[config.mk]
export PLATFORM = sky130hd
export DESIGN_NAME = watchdog_control_register
export DESIGN_NICKNAME = d
export VERILOG_FILES = /design/src/core/watchdog_pkg.sv /design/src/core/keyboard_edge_detect.sv /design/src/core/watchdog_counter.sv /design/src/core/watchdog_control_register.sv
export SDC_FILE = /design/constraint.sdc
export NUM_CORES = 1
export LEC_CHECK = 0
export BUFFER_PORTS_ARGS = -buffer_cell sky130_fd_sc_hd__buf_2
export CAP_MARGIN = 0
export CORE_MARGIN = 2
export CORE_UTILIZATION = 45
export CTS_BUF_LIST = sky130_fd_sc_hd__clkbuf_8 sky130_fd_sc_hd__clkbuf_16
export CTS_CLUSTER_DIAMETER = 50
export DETAILED_ROUTE_END_ITERATION = 10
export GPL_TIMING_DRIVEN = 0
export PLACE_DENSITY_LB_ADDON = 0.08
export SLEW_MARGIN = 5
export SYNTH_ARGS = -nofsm -noshare
export SYNTH_HDL_FRONTEND = slang
export SYNTH_SLANG_ARGS = --single-unit
[constraint.sdc]
create_clock -name ref_clk_i -period 3.1 [get_ports ref_clk_i]
set_input_delay 0.31 -clock ref_clk_i [delete_from_list [all_inputs] [get_ports ref_clk_i]]
set_output_delay 0.31 -clock ref_clk_i [all_outputs]
set_load 0.02 [all_outputs]
[src/core/watchdog_pkg.sv]
// constants and types for the watchdog control block
// Contract
// - Bit 0 of the control register is a read/write status flag: set by a timeout, cleared only by writing zero to it.
// - Writing one to bit 2 raises a timeout event at once, and the bit clears itself.
// - With bit 3 set, each rising edge of the keyboard force line raises a timeout event.
// - With bit 3 clear, the keyboard force line never raises a timeout event.
// - The timeout request is the OR of the software force, the keyboard edge pulse and the counter expiry.
// - A keyboard line high from 1us to forever gives exactly one event per rising edge.
// - Bits 7 to 4 of the control register are reserved, written as zero and without function.
// - A timeout value of zero disables counted timeouts; other values give the length in units.
// - Bit 7 of the units register selects seconds when one and minutes when zero, the default.
package watchdog_pkg;
	// register indices; byte address is four times the index
	localparam logic [7:0] REG_UNITS_IDX = 8'hf1;
	localparam logic [7:0] REG_VALUE_IDX = 8'hf2;
	localparam logic [7:0] REG_CTRL_IDX = 8'hf4;
	localparam logic [7:0] REG_IRQ_STS_IDX = 8'hf8;
	localparam logic [7:0] REG_IRQ_MASK_IDX = 8'hf9;
	localparam logic [7:0] UNITS_RESET = 8'h00;
	localparam logic [7:0] VALUE_RESET = 8'h00;
	localparam logic [7:0] VALUE_DISABLED = 8'h00;
	localparam logic [7:0] VALUE_LAST = 8'h01;
	localparam logic [1:0] IRQ_RESET = 2'h0;
	localparam logic [3:0] CTRL_RSVD_VAL = 4'h0;
	localparam int CTRL_STATUS_BIT = 0;
	localparam int CTRL_FORCE_BIT = 2;
	localparam int CTRL_KBD_EN_BIT = 3;
	localparam int UNITS_SEC_BIT = 7;
	localparam int IRQ_TIMEOUT_BIT = 0;
	localparam int IRQ_KBD_BIT = 1;
	localparam int IRQ_BITS = 2;
	// timing at a 20 MHz reference
	localparam int CLK_PERIOD_NS = 50;
	localparam int SEC_NS = 1_000_000_000;
	localparam int SEC_CYCLES = SEC_NS / CLK_PERIOD_NS;
	localparam int KBD_MIN_HIGH_NS = 1000;
	localparam int KBD_MIN_HIGH_CYCLES = (KBD_MIN_HIGH_NS + CLK_PERIOD_NS - 1) / CLK_PERIOD_NS;
	localparam logic [5:0] SEC_PER_MIN_LAST = 6'h3b;
	localparam int PRESCALE_W = 25;
	typedef struct packed {
		logic [3:0] rsvd_hi;
		logic kbd_en;
		logic force_to;
		logic rsvd1;
		logic status;
	} ctrl_t;
	localparam ctrl_t CTRL_RESET = '{4'h0, 1'b0, 1'b0, 1'b0, 1'b0};
	typedef enum logic [1:0] {
		BUS_IDLE = 2'b01,
		BUS_ACK = 2'b10
	} bus_state_t;
endpackage

[src/core/keyboard_edge_detect.sv]
// synchronised rising-edge detector for the keyboard force line
`timescale 1ns/1ps
`default_nettype none
module keyboard_edge_detect (
	// clock and reset
	input wire logic ref_clk_i,
	input wire logic srst_i,
	// line and gate
	input wire logic keyboard_force_line_i,
	input wire logic enable_i,
	// one-cycle event
	output logic pulse_o
);
	import watchdog_pkg::*;

	logic meta_ff;
	logic sync_ff;
	logic prev_ff;
	logic pulse_ff;

	// first stage feeds only the second
	always_ff @(posedge ref_clk_i) begin
		if (srst_i) begin
			meta_ff <= 1'b0;
			sync_ff <= 1'b0;
			prev_ff <= 1'b0;
		end else begin
			meta_ff <= keyboard_force_line_i;
			sync_ff <= meta_ff;
			prev_ff <= sync_ff;
		end
	end

	// edge, not level: a line held high fires once
	always_ff @(posedge ref_clk_i) begin
		if (srst_i) begin
			pulse_ff <= 1'b0;
		end else begin
			pulse_ff <= enable_i && sync_ff && !prev_ff;
		end
	end

	assign pulse_o = pulse_ff;

	kbd_edge_fire_a: assert property (@(posedge ref_clk_i) disable iff (srst_i)
		enable_i && sync_ff && !prev_ff |=> pulse_o)
		else $error("keyboard edge gave no event");
	kbd_disabled_a: assert property (@(posedge ref_clk_i) disable iff (srst_i)
		pulse_o |-> $past(enable_i))
		else $error("event while keyboard line disabled");
	kbd_single_a: assert property (@(posedge ref_clk_i) disable iff (srst_i)
		pulse_o |=> !pulse_o ##1 !pulse_o)
		else $error("more than one event per edge");
endmodule
`default_nettype wire

[src/core/watchdog_counter.sv]
// timeout counter with seconds prescaler and minute divider
`timescale 1ns/1ps
`default_nettype none
module watchdog_counter #(
	parameter int SEC_CYCLES_P = watchdog_pkg::SEC_CYCLES
) (
	// clock and reset
	input wire logic ref_clk_i,
	input wire logic srst_i,
	// setup
	input wire logic load_i,
	input wire logic [7:0] value_i,
	input wire logic unit_sec_i,
	// status
	output logic expire_o
);
	import watchdog_pkg::*;

	localparam logic [PRESCALE_W-1:0] PRESC_LAST = PRESCALE_W'(SEC_CYCLES_P - 1);

	logic [PRESCALE_W-1:0] presc_ff;
	logic [5:0] min_cnt_ff;
	logic [7:0] remain_ff;
	logic expire_ff;
	logic sec_tick;
	logic min_tick;
	logic step;

	assign sec_tick = (presc_ff == PRESC_LAST);
	assign min_tick = sec_tick && (min_cnt_ff == SEC_PER_MIN_LAST);
	assign step = unit_sec_i ? sec_tick : min_tick;

	// reload restarts the time base so the first unit is whole
	always_ff @(posedge ref_clk_i) begin
		if (srst_i || load_i || sec_tick) begin
			presc_ff <= '0;
		end else begin
			presc_ff <= presc_ff + 1'b1;
		end
	end

	always_ff @(posedge ref_clk_i) begin
		if (srst_i || load_i || min_tick) begin
			min_cnt_ff <= 6'h00;
		end else if (sec_tick) begin
			min_cnt_ff <= min_cnt_ff + 6'h01;
		end
	end

	// zero never reaches the last count, so it never expires
	always_ff @(posedge ref_clk_i) begin
		if (srst_i) begin
			remain_ff <= VALUE_RESET;
			expire_ff <= 1'b0;
		end else if (load_i) begin
			remain_ff <= value_i;
			expire_ff <= 1'b0;
		end else begin
			expire_ff <= step && (remain_ff == VALUE_LAST);
			if (step && remain_ff != VALUE_DISABLED) begin
				remain_ff <= remain_ff - 8'h01;
			end
		end
	end

	assign expire_o = expire_ff;

	cnt_disabled_a: assert property (@(posedge ref_clk_i) disable iff (srst_i)
		expire_o |-> $past(remain_ff) == VALUE_LAST)
		else $error("expiry without last count");
	cnt_minute_a: assert property (@(posedge ref_clk_i) disable iff (srst_i)
		!unit_sec_i && step |-> min_cnt_ff == SEC_PER_MIN_LAST && sec_tick)
		else $error("minute step off the minute boundary");
endmodule
`default_nettype wire

[src/core/watchdog_control_register.sv]
// watchdog control, status and interrupt registers on an avalon slave
`timescale 1ns/1ps
`default_nettype none
module watchdog_control_register #(
	parameter int SEC_CYCLES_P = watchdog_pkg::SEC_CYCLES
) (
	// clock and reset
	input wire logic ref_clk_i,
	input wire logic srst_i,
	// avalon-mm slave, word address
	input wire logic [7:0] avs_address_i,
	input wire logic avs_read_i,
	input wire logic avs_write_i,
	input wire logic [31:0] avs_writedata_i,
	input wire logic [3:0] avs_byteenable_i,
	output logic [31:0] avs_readdata_o,
	output logic avs_waitrequest_o,
	// keyboard controller line
	input wire logic keyboard_force_line_i,
	// events
	output logic timeout_o,
	output logic irq_o
);
	import watchdog_pkg::*;

	bus_state_t bus_state_ff;
	logic waitreq_ff;
	logic [31:0] readdata_ff;
	ctrl_t ctrl_ff;
	logic [7:0] units_ff;
	logic [7:0] value_ff;
	logic [IRQ_BITS-1:0] irq_sts_ff;
	logic [IRQ_BITS-1:0] irq_mask_ff;
	logic irq_ff;
	logic timeout_ff;
	logic force_ff;
	logic [7:0] rd_mux;
	logic wr_take;
	logic wr_ctrl;
	logic wr_units;
	logic wr_value;
	logic wr_sts;
	logic wr_mask;
	logic kbd_pulse;
	logic expire;
	logic timeout_evt;
	logic [IRQ_BITS-1:0] irq_evt;
	logic [7:0] wbyte;

	// bus handshake

	// one wait state: request seen, then answered for a single cycle
	always_ff @(posedge ref_clk_i) begin
		if (srst_i) begin
			bus_state_ff <= BUS_IDLE;
			waitreq_ff <= 1'b1;
		end else begin
			unique case (bus_state_ff)
				BUS_IDLE: begin
					if (avs_read_i || avs_write_i) begin
						bus_state_ff <= BUS_ACK;
						waitreq_ff <= 1'b0;
					end
				end
				BUS_ACK: begin
					bus_state_ff <= BUS_IDLE;
					waitreq_ff <= 1'b1;
				end
				default: begin
					bus_state_ff <= BUS_IDLE;
					waitreq_ff <= 1'b1;
				end
			endcase
		end
	end

	// upper byte lanes carry nothing; lane 0 gates every write
	assign wbyte = avs_writedata_i[7:0];
	assign wr_take = (bus_state_ff == BUS_ACK) && avs_write_i && avs_byteenable_i[0];
	assign wr_ctrl = wr_take && (avs_address_i == REG_CTRL_IDX);
	assign wr_units = wr_take && (avs_address_i == REG_UNITS_IDX);
	assign wr_value = wr_take && (avs_address_i == REG_VALUE_IDX);
	assign wr_sts = wr_take && (avs_address_i == REG_IRQ_STS_IDX);
	assign wr_mask = wr_take && (avs_address_i == REG_IRQ_MASK_IDX);

	// read mux; unmapped indices read zero
	always_comb begin
		rd_mux = 8'h00;
		unique case (avs_address_i)
			REG_UNITS_IDX: rd_mux = units_ff;
			REG_VALUE_IDX: rd_mux = value_ff;
			REG_CTRL_IDX: rd_mux = ctrl_ff; // force bit always reads zero
			REG_IRQ_STS_IDX: rd_mux = {6'h00, irq_sts_ff};
			REG_IRQ_MASK_IDX: rd_mux = {6'h00, irq_mask_ff};
			default: rd_mux = 8'h00;
		endcase
	end

	// data captured as waitrequest drops, stands through the answer
	always_ff @(posedge ref_clk_i) begin
		if (srst_i) begin
			readdata_ff <= 32'h0000_0000;
		end else if (bus_state_ff == BUS_IDLE && avs_read_i) begin
			readdata_ff <= {24'h00_0000, rd_mux};
		end
	end

	assign avs_readdata_o = readdata_ff;
	assign avs_waitrequest_o = waitreq_ff;

	// timing registers

	// only the unit select bit exists; the rest read zero
	always_ff @(posedge ref_clk_i) begin
		if (srst_i) begin
			units_ff <= UNITS_RESET;
		end else if (wr_units) begin
			units_ff <= 8'h00;
			units_ff[UNITS_SEC_BIT] <= wbyte[UNITS_SEC_BIT];
		end
	end

	always_ff @(posedge ref_clk_i) begin
		if (srst_i) begin
			value_ff <= VALUE_RESET;
		end else if (wr_value) begin
			value_ff <= wbyte;
		end
	end

	// writing the value is the restart; nothing else reloads the counter
	watchdog_counter #(
		.SEC_CYCLES_P(SEC_CYCLES_P)
	) u_counter (
		.ref_clk_i(ref_clk_i),
		.srst_i(srst_i),
		.load_i(wr_value),
		.value_i(wbyte),
		.unit_sec_i(units_ff[UNITS_SEC_BIT]),
		.expire_o(expire)
	);

	// force sources

	keyboard_edge_detect u_kbd_edge (
		.ref_clk_i(ref_clk_i),
		.srst_i(srst_i),
		.keyboard_force_line_i(keyboard_force_line_i),
		.enable_i(ctrl_ff.kbd_en),
		.pulse_o(kbd_pulse)
	);

	// self-clearing: a one-cycle pulse, never stored in the register
	always_ff @(posedge ref_clk_i) begin
		if (srst_i) begin
			force_ff <= 1'b0;
		end else begin
			force_ff <= wr_ctrl && wbyte[CTRL_FORCE_BIT];
		end
	end

	assign timeout_evt = force_ff || kbd_pulse || expire;

	// control register

	// an event in the clearing cycle wins over the clear
	always_ff @(posedge ref_clk_i) begin
		if (srst_i) begin
			ctrl_ff <= CTRL_RESET;
		end else begin
			if (timeout_evt) begin
				ctrl_ff.status <= 1'b1;
			end else if (wr_ctrl) begin
				ctrl_ff.status <= wbyte[CTRL_STATUS_BIT];
			end
			if (wr_ctrl) begin
				ctrl_ff.kbd_en <= wbyte[CTRL_KBD_EN_BIT];
			end
			ctrl_ff.force_to <= 1'b0;
			ctrl_ff.rsvd1 <= 1'b0;
			ctrl_ff.rsvd_hi <= CTRL_RSVD_VAL;
		end
	end

	// interrupt status and mask

	assign irq_evt[IRQ_TIMEOUT_BIT] = timeout_evt;
	assign irq_evt[IRQ_KBD_BIT] = kbd_pulse;

	// write one to clear; set wins
	for (genvar i = 0; i < IRQ_BITS; i++) begin : g_irq
		always_ff @(posedge ref_clk_i) begin
			if (srst_i) begin
				irq_sts_ff[i] <= IRQ_RESET[i];
			end else if (irq_evt[i]) begin
				irq_sts_ff[i] <= 1'b1;
			end else if (wr_sts && wbyte[i]) begin
				irq_sts_ff[i] <= 1'b0;
			end
		end
	end

	always_ff @(posedge ref_clk_i) begin
		if (srst_i) begin
			irq_mask_ff <= IRQ_RESET;
		end else if (wr_mask) begin
			irq_mask_ff <= wbyte[IRQ_BITS-1:0];
		end
	end

	// registered output costs one cycle of latency after the status bit
	always_ff @(posedge ref_clk_i) begin
		if (srst_i) begin
			irq_ff <= 1'b0;
			timeout_ff <= 1'b0;
		end else begin
			irq_ff <= |(irq_sts_ff & irq_mask_ff);
			timeout_ff <= timeout_evt;
		end
	end

	assign irq_o = irq_ff;
	assign timeout_o = timeout_ff;

	// checks

	status_set_a: assert property (@(posedge ref_clk_i) disable iff (srst_i)
		timeout_evt |=> ctrl_ff.status ##0 timeout_o)
		else $error("timeout did not set status");
	force_pulse_a: assert property (@(posedge ref_clk_i) disable iff (srst_i)
		wr_ctrl && wbyte[CTRL_FORCE_BIT] |=> force_ff && !ctrl_ff.force_to ##1 !force_ff)
		else $error("force bit not a single self-clearing pulse");
	event_or_a: assert property (@(posedge ref_clk_i) disable iff (srst_i)
		force_ff || kbd_pulse |=> timeout_o && ctrl_ff.status)
		else $error("force source did not raise timeout");
	rsvd_zero_a: assert property (@(posedge ref_clk_i) disable iff (srst_i)
		wr_ctrl |=> ctrl_ff.rsvd_hi == CTRL_RSVD_VAL && !ctrl_ff.rsvd1)
		else $error("reserved control bits took a value");
	status_clear_a: assert property (@(posedge ref_clk_i) disable iff (srst_i)
		wr_ctrl && !wbyte[CTRL_STATUS_BIT] && !timeout_evt |=> !ctrl_ff.status)
		else $error("status not cleared by zero write");
	bus_answer_a: assert property (@(posedge ref_clk_i) disable iff (srst_i)
		bus_state_ff == BUS_IDLE && (avs_read_i || avs_write_i) |=> !avs_waitrequest_o ##1 avs_waitrequest_o)
		else $error("bus answer not one cycle after request");
	irq_level_a: assert property (@(posedge ref_clk_i) disable iff (srst_i)
		$past(|(irq_sts_ff & irq_mask_ff)) == irq_o)
		else $error("interrupt level does not follow masked status");

	// register and event checks
	kbd_event_a: assert property (@(posedge ref_clk_i) disable iff (srst_i)
		kbd_pulse |=> timeout_o && ctrl_ff.status && irq_sts_ff[IRQ_KBD_BIT])
		else $error("keyboard pulse did not raise timeout");
	kbd_gate_a: assert property (@(posedge ref_clk_i) disable iff (srst_i)
		kbd_pulse |-> $past(ctrl_ff.kbd_en))
		else $error("keyboard pulse while disabled");
	force_timeout_a: assert property (@(posedge ref_clk_i) disable iff (srst_i)
		wr_ctrl && wbyte[CTRL_FORCE_BIT] |-> ##2 timeout_o)
		else $error("force write gave no timeout");
	status_hold_a: assert property (@(posedge ref_clk_i) disable iff (srst_i)
		ctrl_ff.status && !wr_ctrl |=> ctrl_ff.status)
		else $error("status dropped without a write");
	status_rise_a: assert property (@(posedge ref_clk_i) disable iff (srst_i)
		$rose(ctrl_ff.status) |-> $past(timeout_evt || (wr_ctrl && wbyte[CTRL_STATUS_BIT])))
		else $error("status set without event or write");
	count_off_a: assert property (@(posedge ref_clk_i) disable iff (srst_i)
		value_ff == VALUE_DISABLED |-> !expire)
		else $error("expiry with timeout value zero");
	value_store_a: assert property (@(posedge ref_clk_i) disable iff (srst_i)
		wr_value |=> value_ff == $past(wbyte))
		else $error("timeout value not stored");
	units_store_a: assert property (@(posedge ref_clk_i) disable iff (srst_i)
		wr_units |=> units_ff[UNITS_SEC_BIT] == $past(wbyte[UNITS_SEC_BIT]))
		else $error("unit select not stored");
	enable_store_a: assert property (@(posedge ref_clk_i) disable iff (srst_i)
		wr_ctrl |=> ctrl_ff.kbd_en == $past(wbyte[CTRL_KBD_EN_BIT]))
		else $error("keyboard enable not stored");
	expire_event_a: assert property (@(posedge ref_clk_i) disable iff (srst_i)
		expire |=> timeout_o && ctrl_ff.status)
		else $error("counted expiry did not raise timeout");
	no_source_a: assert property (@(posedge ref_clk_i) disable iff (srst_i)
		!timeout_evt |=> !timeout_o)
		else $error("timeout without a source");
	kbd_once_a: assert property (@(posedge ref_clk_i) disable iff (srst_i)
		kbd_pulse |=> !kbd_pulse)
		else $error("keyboard pulse longer than one cycle");
	kbd_sts_a: assert property (@(posedge ref_clk_i) disable iff (srst_i)
		irq_evt[IRQ_KBD_BIT] |=> irq_sts_ff[IRQ_KBD_BIT])
		else $error("keyboard edge did not set status");
	sts_clear_a: assert property (@(posedge ref_clk_i) disable iff (srst_i)
		wr_sts && wbyte[IRQ_TIMEOUT_BIT] && !irq_evt[IRQ_TIMEOUT_BIT] |=> !irq_sts_ff[IRQ_TIMEOUT_BIT])
		else $error("timeout status not cleared by one");
	mask_store_a: assert property (@(posedge ref_clk_i) disable iff (srst_i)
		wr_mask |=> irq_mask_ff == $past(wbyte[IRQ_BITS-1:0]))
		else $error("interrupt mask not stored");
	read_upper_a: assert property (@(posedge ref_clk_i) disable iff (srst_i)
		avs_read_i && !avs_waitrequest_o |-> avs_readdata_o[31:8] == 24'h00_0000)
		else $error("read data upper lanes not zero");
	read_capture_a: assert property (@(posedge ref_clk_i) disable iff (srst_i)
		bus_state_ff == BUS_IDLE && avs_read_i |=> avs_readdata_o == {24'h00_0000, $past(rd_mux)})
		else $error("read data not the addressed register");
	wait_high_a: assert property (@(posedge ref_clk_i) disable iff (srst_i)
		bus_state_ff == BUS_ACK |=> avs_waitrequest_o)
		else $error("waitrequest low for more than one cycle");
endmodule
`default_nettype wire

# After elaboration in Yosys (flattened, before gate mapping)
# Index checks and enable logic that the tools add are counted.
dict set report totals {
  reg_bits 79
  inputBits 49
  out_inout_bits 35
  wordCells 80
}
dict set report classes {
  n_addsub 3
  n_eq_ne 10
  mux 10
  bitwise 2
  n_reduce_logical 31
}
# cell count
set ops {}
lappend ops {{== test 8 bit (second input constant)} 5}
lappend ops {{one-hot mux 8 bit (5 select lines)} 1}
lappend ops {{adder 25 x 1 -> 25 bit (second input constant)} 1}
lappend ops {{== test 25 bit (second input constant)} 1}
lappend ops {{logical AND 1 bit} 16}
lappend ops {{two-way mux 8 bit} 2}
lappend ops {{== test 8 x 1 -> 1 bit (second input constant)} 1}
lappend ops {{nonzero test 2 bit} 4}
lappend ops {{nonzero test 8 bit} 1}
lappend ops {{subtractor 8 x 1 -> 8 bit (second input constant)} 1}
lappend ops {{two-way mux 1 bit} 7}
lappend ops {{adder 6 x 1 -> 6 bit (second input constant)} 1}
lappend ops {{== test 6 bit (second input constant)} 1}
lappend ops {{logical OR 1 bit} 6}
lappend ops {{OR reduction 2 bit} 3}
lappend ops {{AND 2 bit} 1}
lappend ops {{== test 2 x 1 -> 1 bit (second input constant)} 1}
lappend ops {{== test 2 bit (second input constant)} 1}
lappend ops {{zero test 1 bit} 1}
lappend ops {{NOT 1 bit} 1}

# Longest topological paths before layout
dict set report depth {
  depth_word 7
  depth_mapped 8
  depth_no_buf 7
}

# Modules after synthesis
# A second synthesis with hierarchy kept.
dict set report unflattened {
  hier_cells 414
  hier_area_um2 3617.2
}
# mod instances cells_per_inst area_each_um2 seq_area_each_um2
set modules_own_cells {}
lappend modules_own_cells {watchdog_counter 1 241 2073.2 800.8}
lappend modules_own_cells {watchdog_control_register 1 165 1425.1 560.5}
lappend modules_own_cells {keyboard_edge_detect 1 8 118.9 80.1}

# Worst setup path after synthesis
# No wires, ideal clock.
dict set report synth_timing {
  path_type {register -> register}
  start {reg u_counter.presc_ff[0]}
  end {reg u_counter.min_cnt_ff[5]}
  arrival_time_ns 2.211
  slack_ns 0.822
  path_stages_with_launch 8
  path_cell_list {dfxtp_1 -> ha_1 -> nand3_1 -> or4b_4 -> buf_6 -> or3_4 -> or3_1 -> a21oi_2}
}
dict set report synth_via {
  elab_chain_len 3
}
# item line
set synth_lines {}
lappend synth_lines {{from (decl)} watchdog_counter.sv:21} ;# logic [PRESCALE_W-1:0] presc_ff;
lappend synth_lines {{from (signal assigned)} watchdog_counter.sv:38} ;# presc_ff <= presc_ff + 1'b1;
lappend synth_lines {{== test 25 bit (*)} watchdog_counter.sv:29} ;# assign sec_tick = (presc_ff == PRESC_LAST);
lappend synth_lines {{logical AND 1 bit} watchdog_counter.sv:30} ;# assign min_tick = sec_tick && (min_cnt_ff == SEC_PER_MIN_LAST);
lappend synth_lines {{logical OR 1 bit} watchdog_counter.sv:43} ;# if (srst_i || load_i || min_tick) begin
lappend synth_lines {{to (signal assigned)} watchdog_counter.sv:46} ;# min_cnt_ff <= min_cnt_ff + 6'h01;
lappend synth_lines {{to (decl)} watchdog_counter.sv:22} ;# logic [5:0] min_cnt_ff;
# Every way passes the cells marked *; elsewhere a longest branch is shown, timed or not.
# A chain may end at the register's enable or synchronous reset.

# Worst setup path in the final report
dict set report layout_timing {
  start {reg u_counter.presc_ff[0]}
  end {reg u_counter.remain_ff[2]}
}
dict set report layout_via {
  elab_chain_len 5
}
# item line
set layout_lines {}
lappend layout_lines {{== test 25 bit (*)} watchdog_counter.sv:29}
lappend layout_lines {{logical AND 1 bit} watchdog_counter.sv:30}
lappend layout_lines {{two-way mux 1 bit (*)} watchdog_counter.sv:31} ;# assign step = unit_sec_i ? sec_tick : min_tick;
lappend layout_lines {{logical AND 1 bit (*)} watchdog_counter.sv:60} ;# if (step && remain_ff != VALUE_DISABLED) begin
lappend layout_lines {{nonzero test 2 bit (no source line) (*)} n/a}
lappend layout_lines {{to (signal assigned)} watchdog_counter.sv:56} ;# remain_ff <= value_i;
lappend layout_lines {{to (signal assigned)} watchdog_counter.sv:61} ;# remain_ff <= remain_ff - 8'h01;
lappend layout_lines {{to (decl)} watchdog_counter.sv:23} ;# logic [7:0] remain_ff;
# Marked as above.

==> run metrics <==
Slew Viols, Final 0; Initial Utilization 45.98%; mapped cell area 3535 um2; Layout area overhead 16.53%; leakage 1.574 nW; pre-CTS setup slack 0.4965 ns; #FFs+latches synth 72; clk_skew 0.01084 ns; Setup WS post-layout 0.5140 ns; die width 92.63 um; period utilization 83.42%; worst rel slew slack 33.92%; Post-CTS Setup Bufs 0; synth top area cells dfxtp_1 41%, nor2_1 5.3%, buf_4 5.1%; final hold violation count 0; largest area contributor in the netlist dfxtp_1; Total GRT Usage 18.45%; CTS Hold Bufs 0; setup_tns 0 ns; clock buffer depth 2; Setup crit start kind flip-flop; number of global-route vias before repair 2731; number of remaining DRC errors 0; status finished clean; Yosys cell types 49; ys flop type dfxtp_1; die area 8579 um2; Worst-Margin Slew 0.9837 ns; Worst-path clk slew 0.08 ns; clock latency on the worst-skew pair 0.35 ns; Inserted Clock Buffers 9; core outline area 7687 um2; Seq/Total Area, Yosys 40.78%; fmax 0.3867 GHz; PD cells 457.9 nW/um2; layout cells sized above 1 17.11%; Post-layout nets 540; number of synthesized flops with an enable pin 0; Hold Crit Class primary input to flip-flop; Max-cap violations 0; initial antenna violation count 0; Syn. warnings 0; DR pass1 iterations 4; row cnt 32; number of fillers in the final layout 769; placed wire-length estimate 5578 um; first-pass GRT wire length 12640 um; peak supply drop 0.2735 mV; CP max FO 10; H-tree depth 3; # port buffers 30; post_cts resized 0; Mean Syn Cell Area 8.376 um2; antenna viol nets, final 0; average wire per cell in the routed design 12.66 um; Post-synth ARST share 0%; Final Setup Violations 0; CP required 3.33 ns; Worst Path Arrival 2.81 ns; GP Congestion 0.7696; post-synth top area share 40.78%; detailed-route via count 2979; RSZ-0062 raised after global routing false; clock sinks 72; Crit Path Class flip-flop to flip-flop; Iteration-0 DRC Markers 58; Chip Height 92.63 um; CTS tree done; Critical Path Sink Type flip-flop; Root Driver clkbuf_8; total wire length 7509 um; Mapped Cells 422; drt via density 5.024; IO Count 84; grt total ovfl 0; # diodes 0; largest net degree at the start of global routing 14; min Tclk post-route 2.586 ns
-- area by class of cell --
class                   instances  area [um2]  area share [%]
multi-input cells             323        1892           45.93
flip-flops and latches         72        1441           34.99
clock inverters                 7       96.34           2.339
inverters                       9       33.78          0.8202
plain buffers                  41       254.0           6.166
clock buffers                   9       123.9           3.007
repair buffers                 30       150.1           3.645
well taps                     102       127.6           3.098
-- flip-flops by register name, indices dropped and copies added (netlist names), 6 cells and up --
signal	cells
avs_readdata_o	8
value_ff	8
u_counter.presc_ff	25
u_counter.remain_ff	8
u_counter.min_cnt_ff	6
-- synthesized netlist by cell type, types with 9 or more instances --
library cell,number
nand2_1,43
clkbuf_1,14
inv_1,9
mux2i_1,9
a21oi_1,22
dfxtp_1,72
xor2_1,15
nor2_1,50
xnor2_1,12
buf_4,24
nand4_1,9
nor3_1,22
nand3_1,27
nor4_1,14
-- where the power goes --
group / internal [mW] / switching, mW
clock network: 0.454 / 0.369
logic: 0.0486 / 0.0782
registers: 0.931 / 0.00498
-- per-layer routing --
metal | GRT usage (%) | wire (um) | up-vias
li1 | - | - | 1556
met1 | 24.04 | 3650 | 1345
met2 | 29.56 | 3356 | 63
met3 | 4.801 | 346 | 15
met4 | 6.740 | 156 | 0
met5 | 0 | 0 | -
-- cell usage in the layout, fill, tap and decap left out, types with 10 or more instances in the layout --
cell,synthesis,routed
buf_2,2,32
conb_1,1,24
xor2_1,15,15
nand3_1,27,27
dfxtp_1,72,72
nor3_1,22,22
nor4_1,14,14
buf_4,24,24
a21oi_1,22,22
nor2_1,50,50
nand2_1,43,43
clkbuf_1,14,14
xnor2_1,12,12
inv_1,9,10
-- per-stage QoR --
step / total power, mW / utilization, % / instances / area, um2 / hold WS (ns)
floorplan: 1.051 / - / 445 / 3621 / 0.3894
global placement: 1.083 / 50.72 / 577 / 3899 / 0.4214
detailed placement: 1.084 / 50.72 / 577 / 3899 / 0.4323
CTS: 1.903 / 53.58 / 593 / 4119 / 0.1839
global route: 1.976 / 53.58 / 593 / 4119 / 0.1994
finish: 1.886 / 53.58 / 593 / 4119 / 0.1926
-- cells by family after synthesis --
family,Yosys count,share of synthesized area (%)
fa+ha+maj,5,1.770
compound gates,46,8.425
simple gates,212,31.54
mux,9,2.549
flops,72,40.78
other cells,1,0.1061
xor+xnor,27,6.690
buf+inv,50,8.141
-- critical path, stage by stage, from the launching register on --
cell and delay (ns):
dfxtp_1 0.38, ha_1 0.21, nand3_1 0.20, or4b_4 0.59, buf_6 0.15, nor4_1 0.57
mux2i_1 0.26, o21ai_0 0.09
-- final timing paths --
| check | startpoint | end | slack, ns | cells after the start |
|---|---|---|---|---|
| max | u_counter.presc_ff[0] | u_counter.remain_ff[2] | 0.51 | 7 |
| min | keyboard_force_line_i | u_kbd_edge.meta_ff | 0.19 | 2 |
| max reg2reg | u_counter.presc_ff[0] | u_counter.remain_ff[2] | 0.51 | 7 |
| min reg2reg | u_kbd_edge.meta_ff | u_kbd_edge.sync_ff | 0.45 | 1 |
Power figures use the tool's default switching activity.
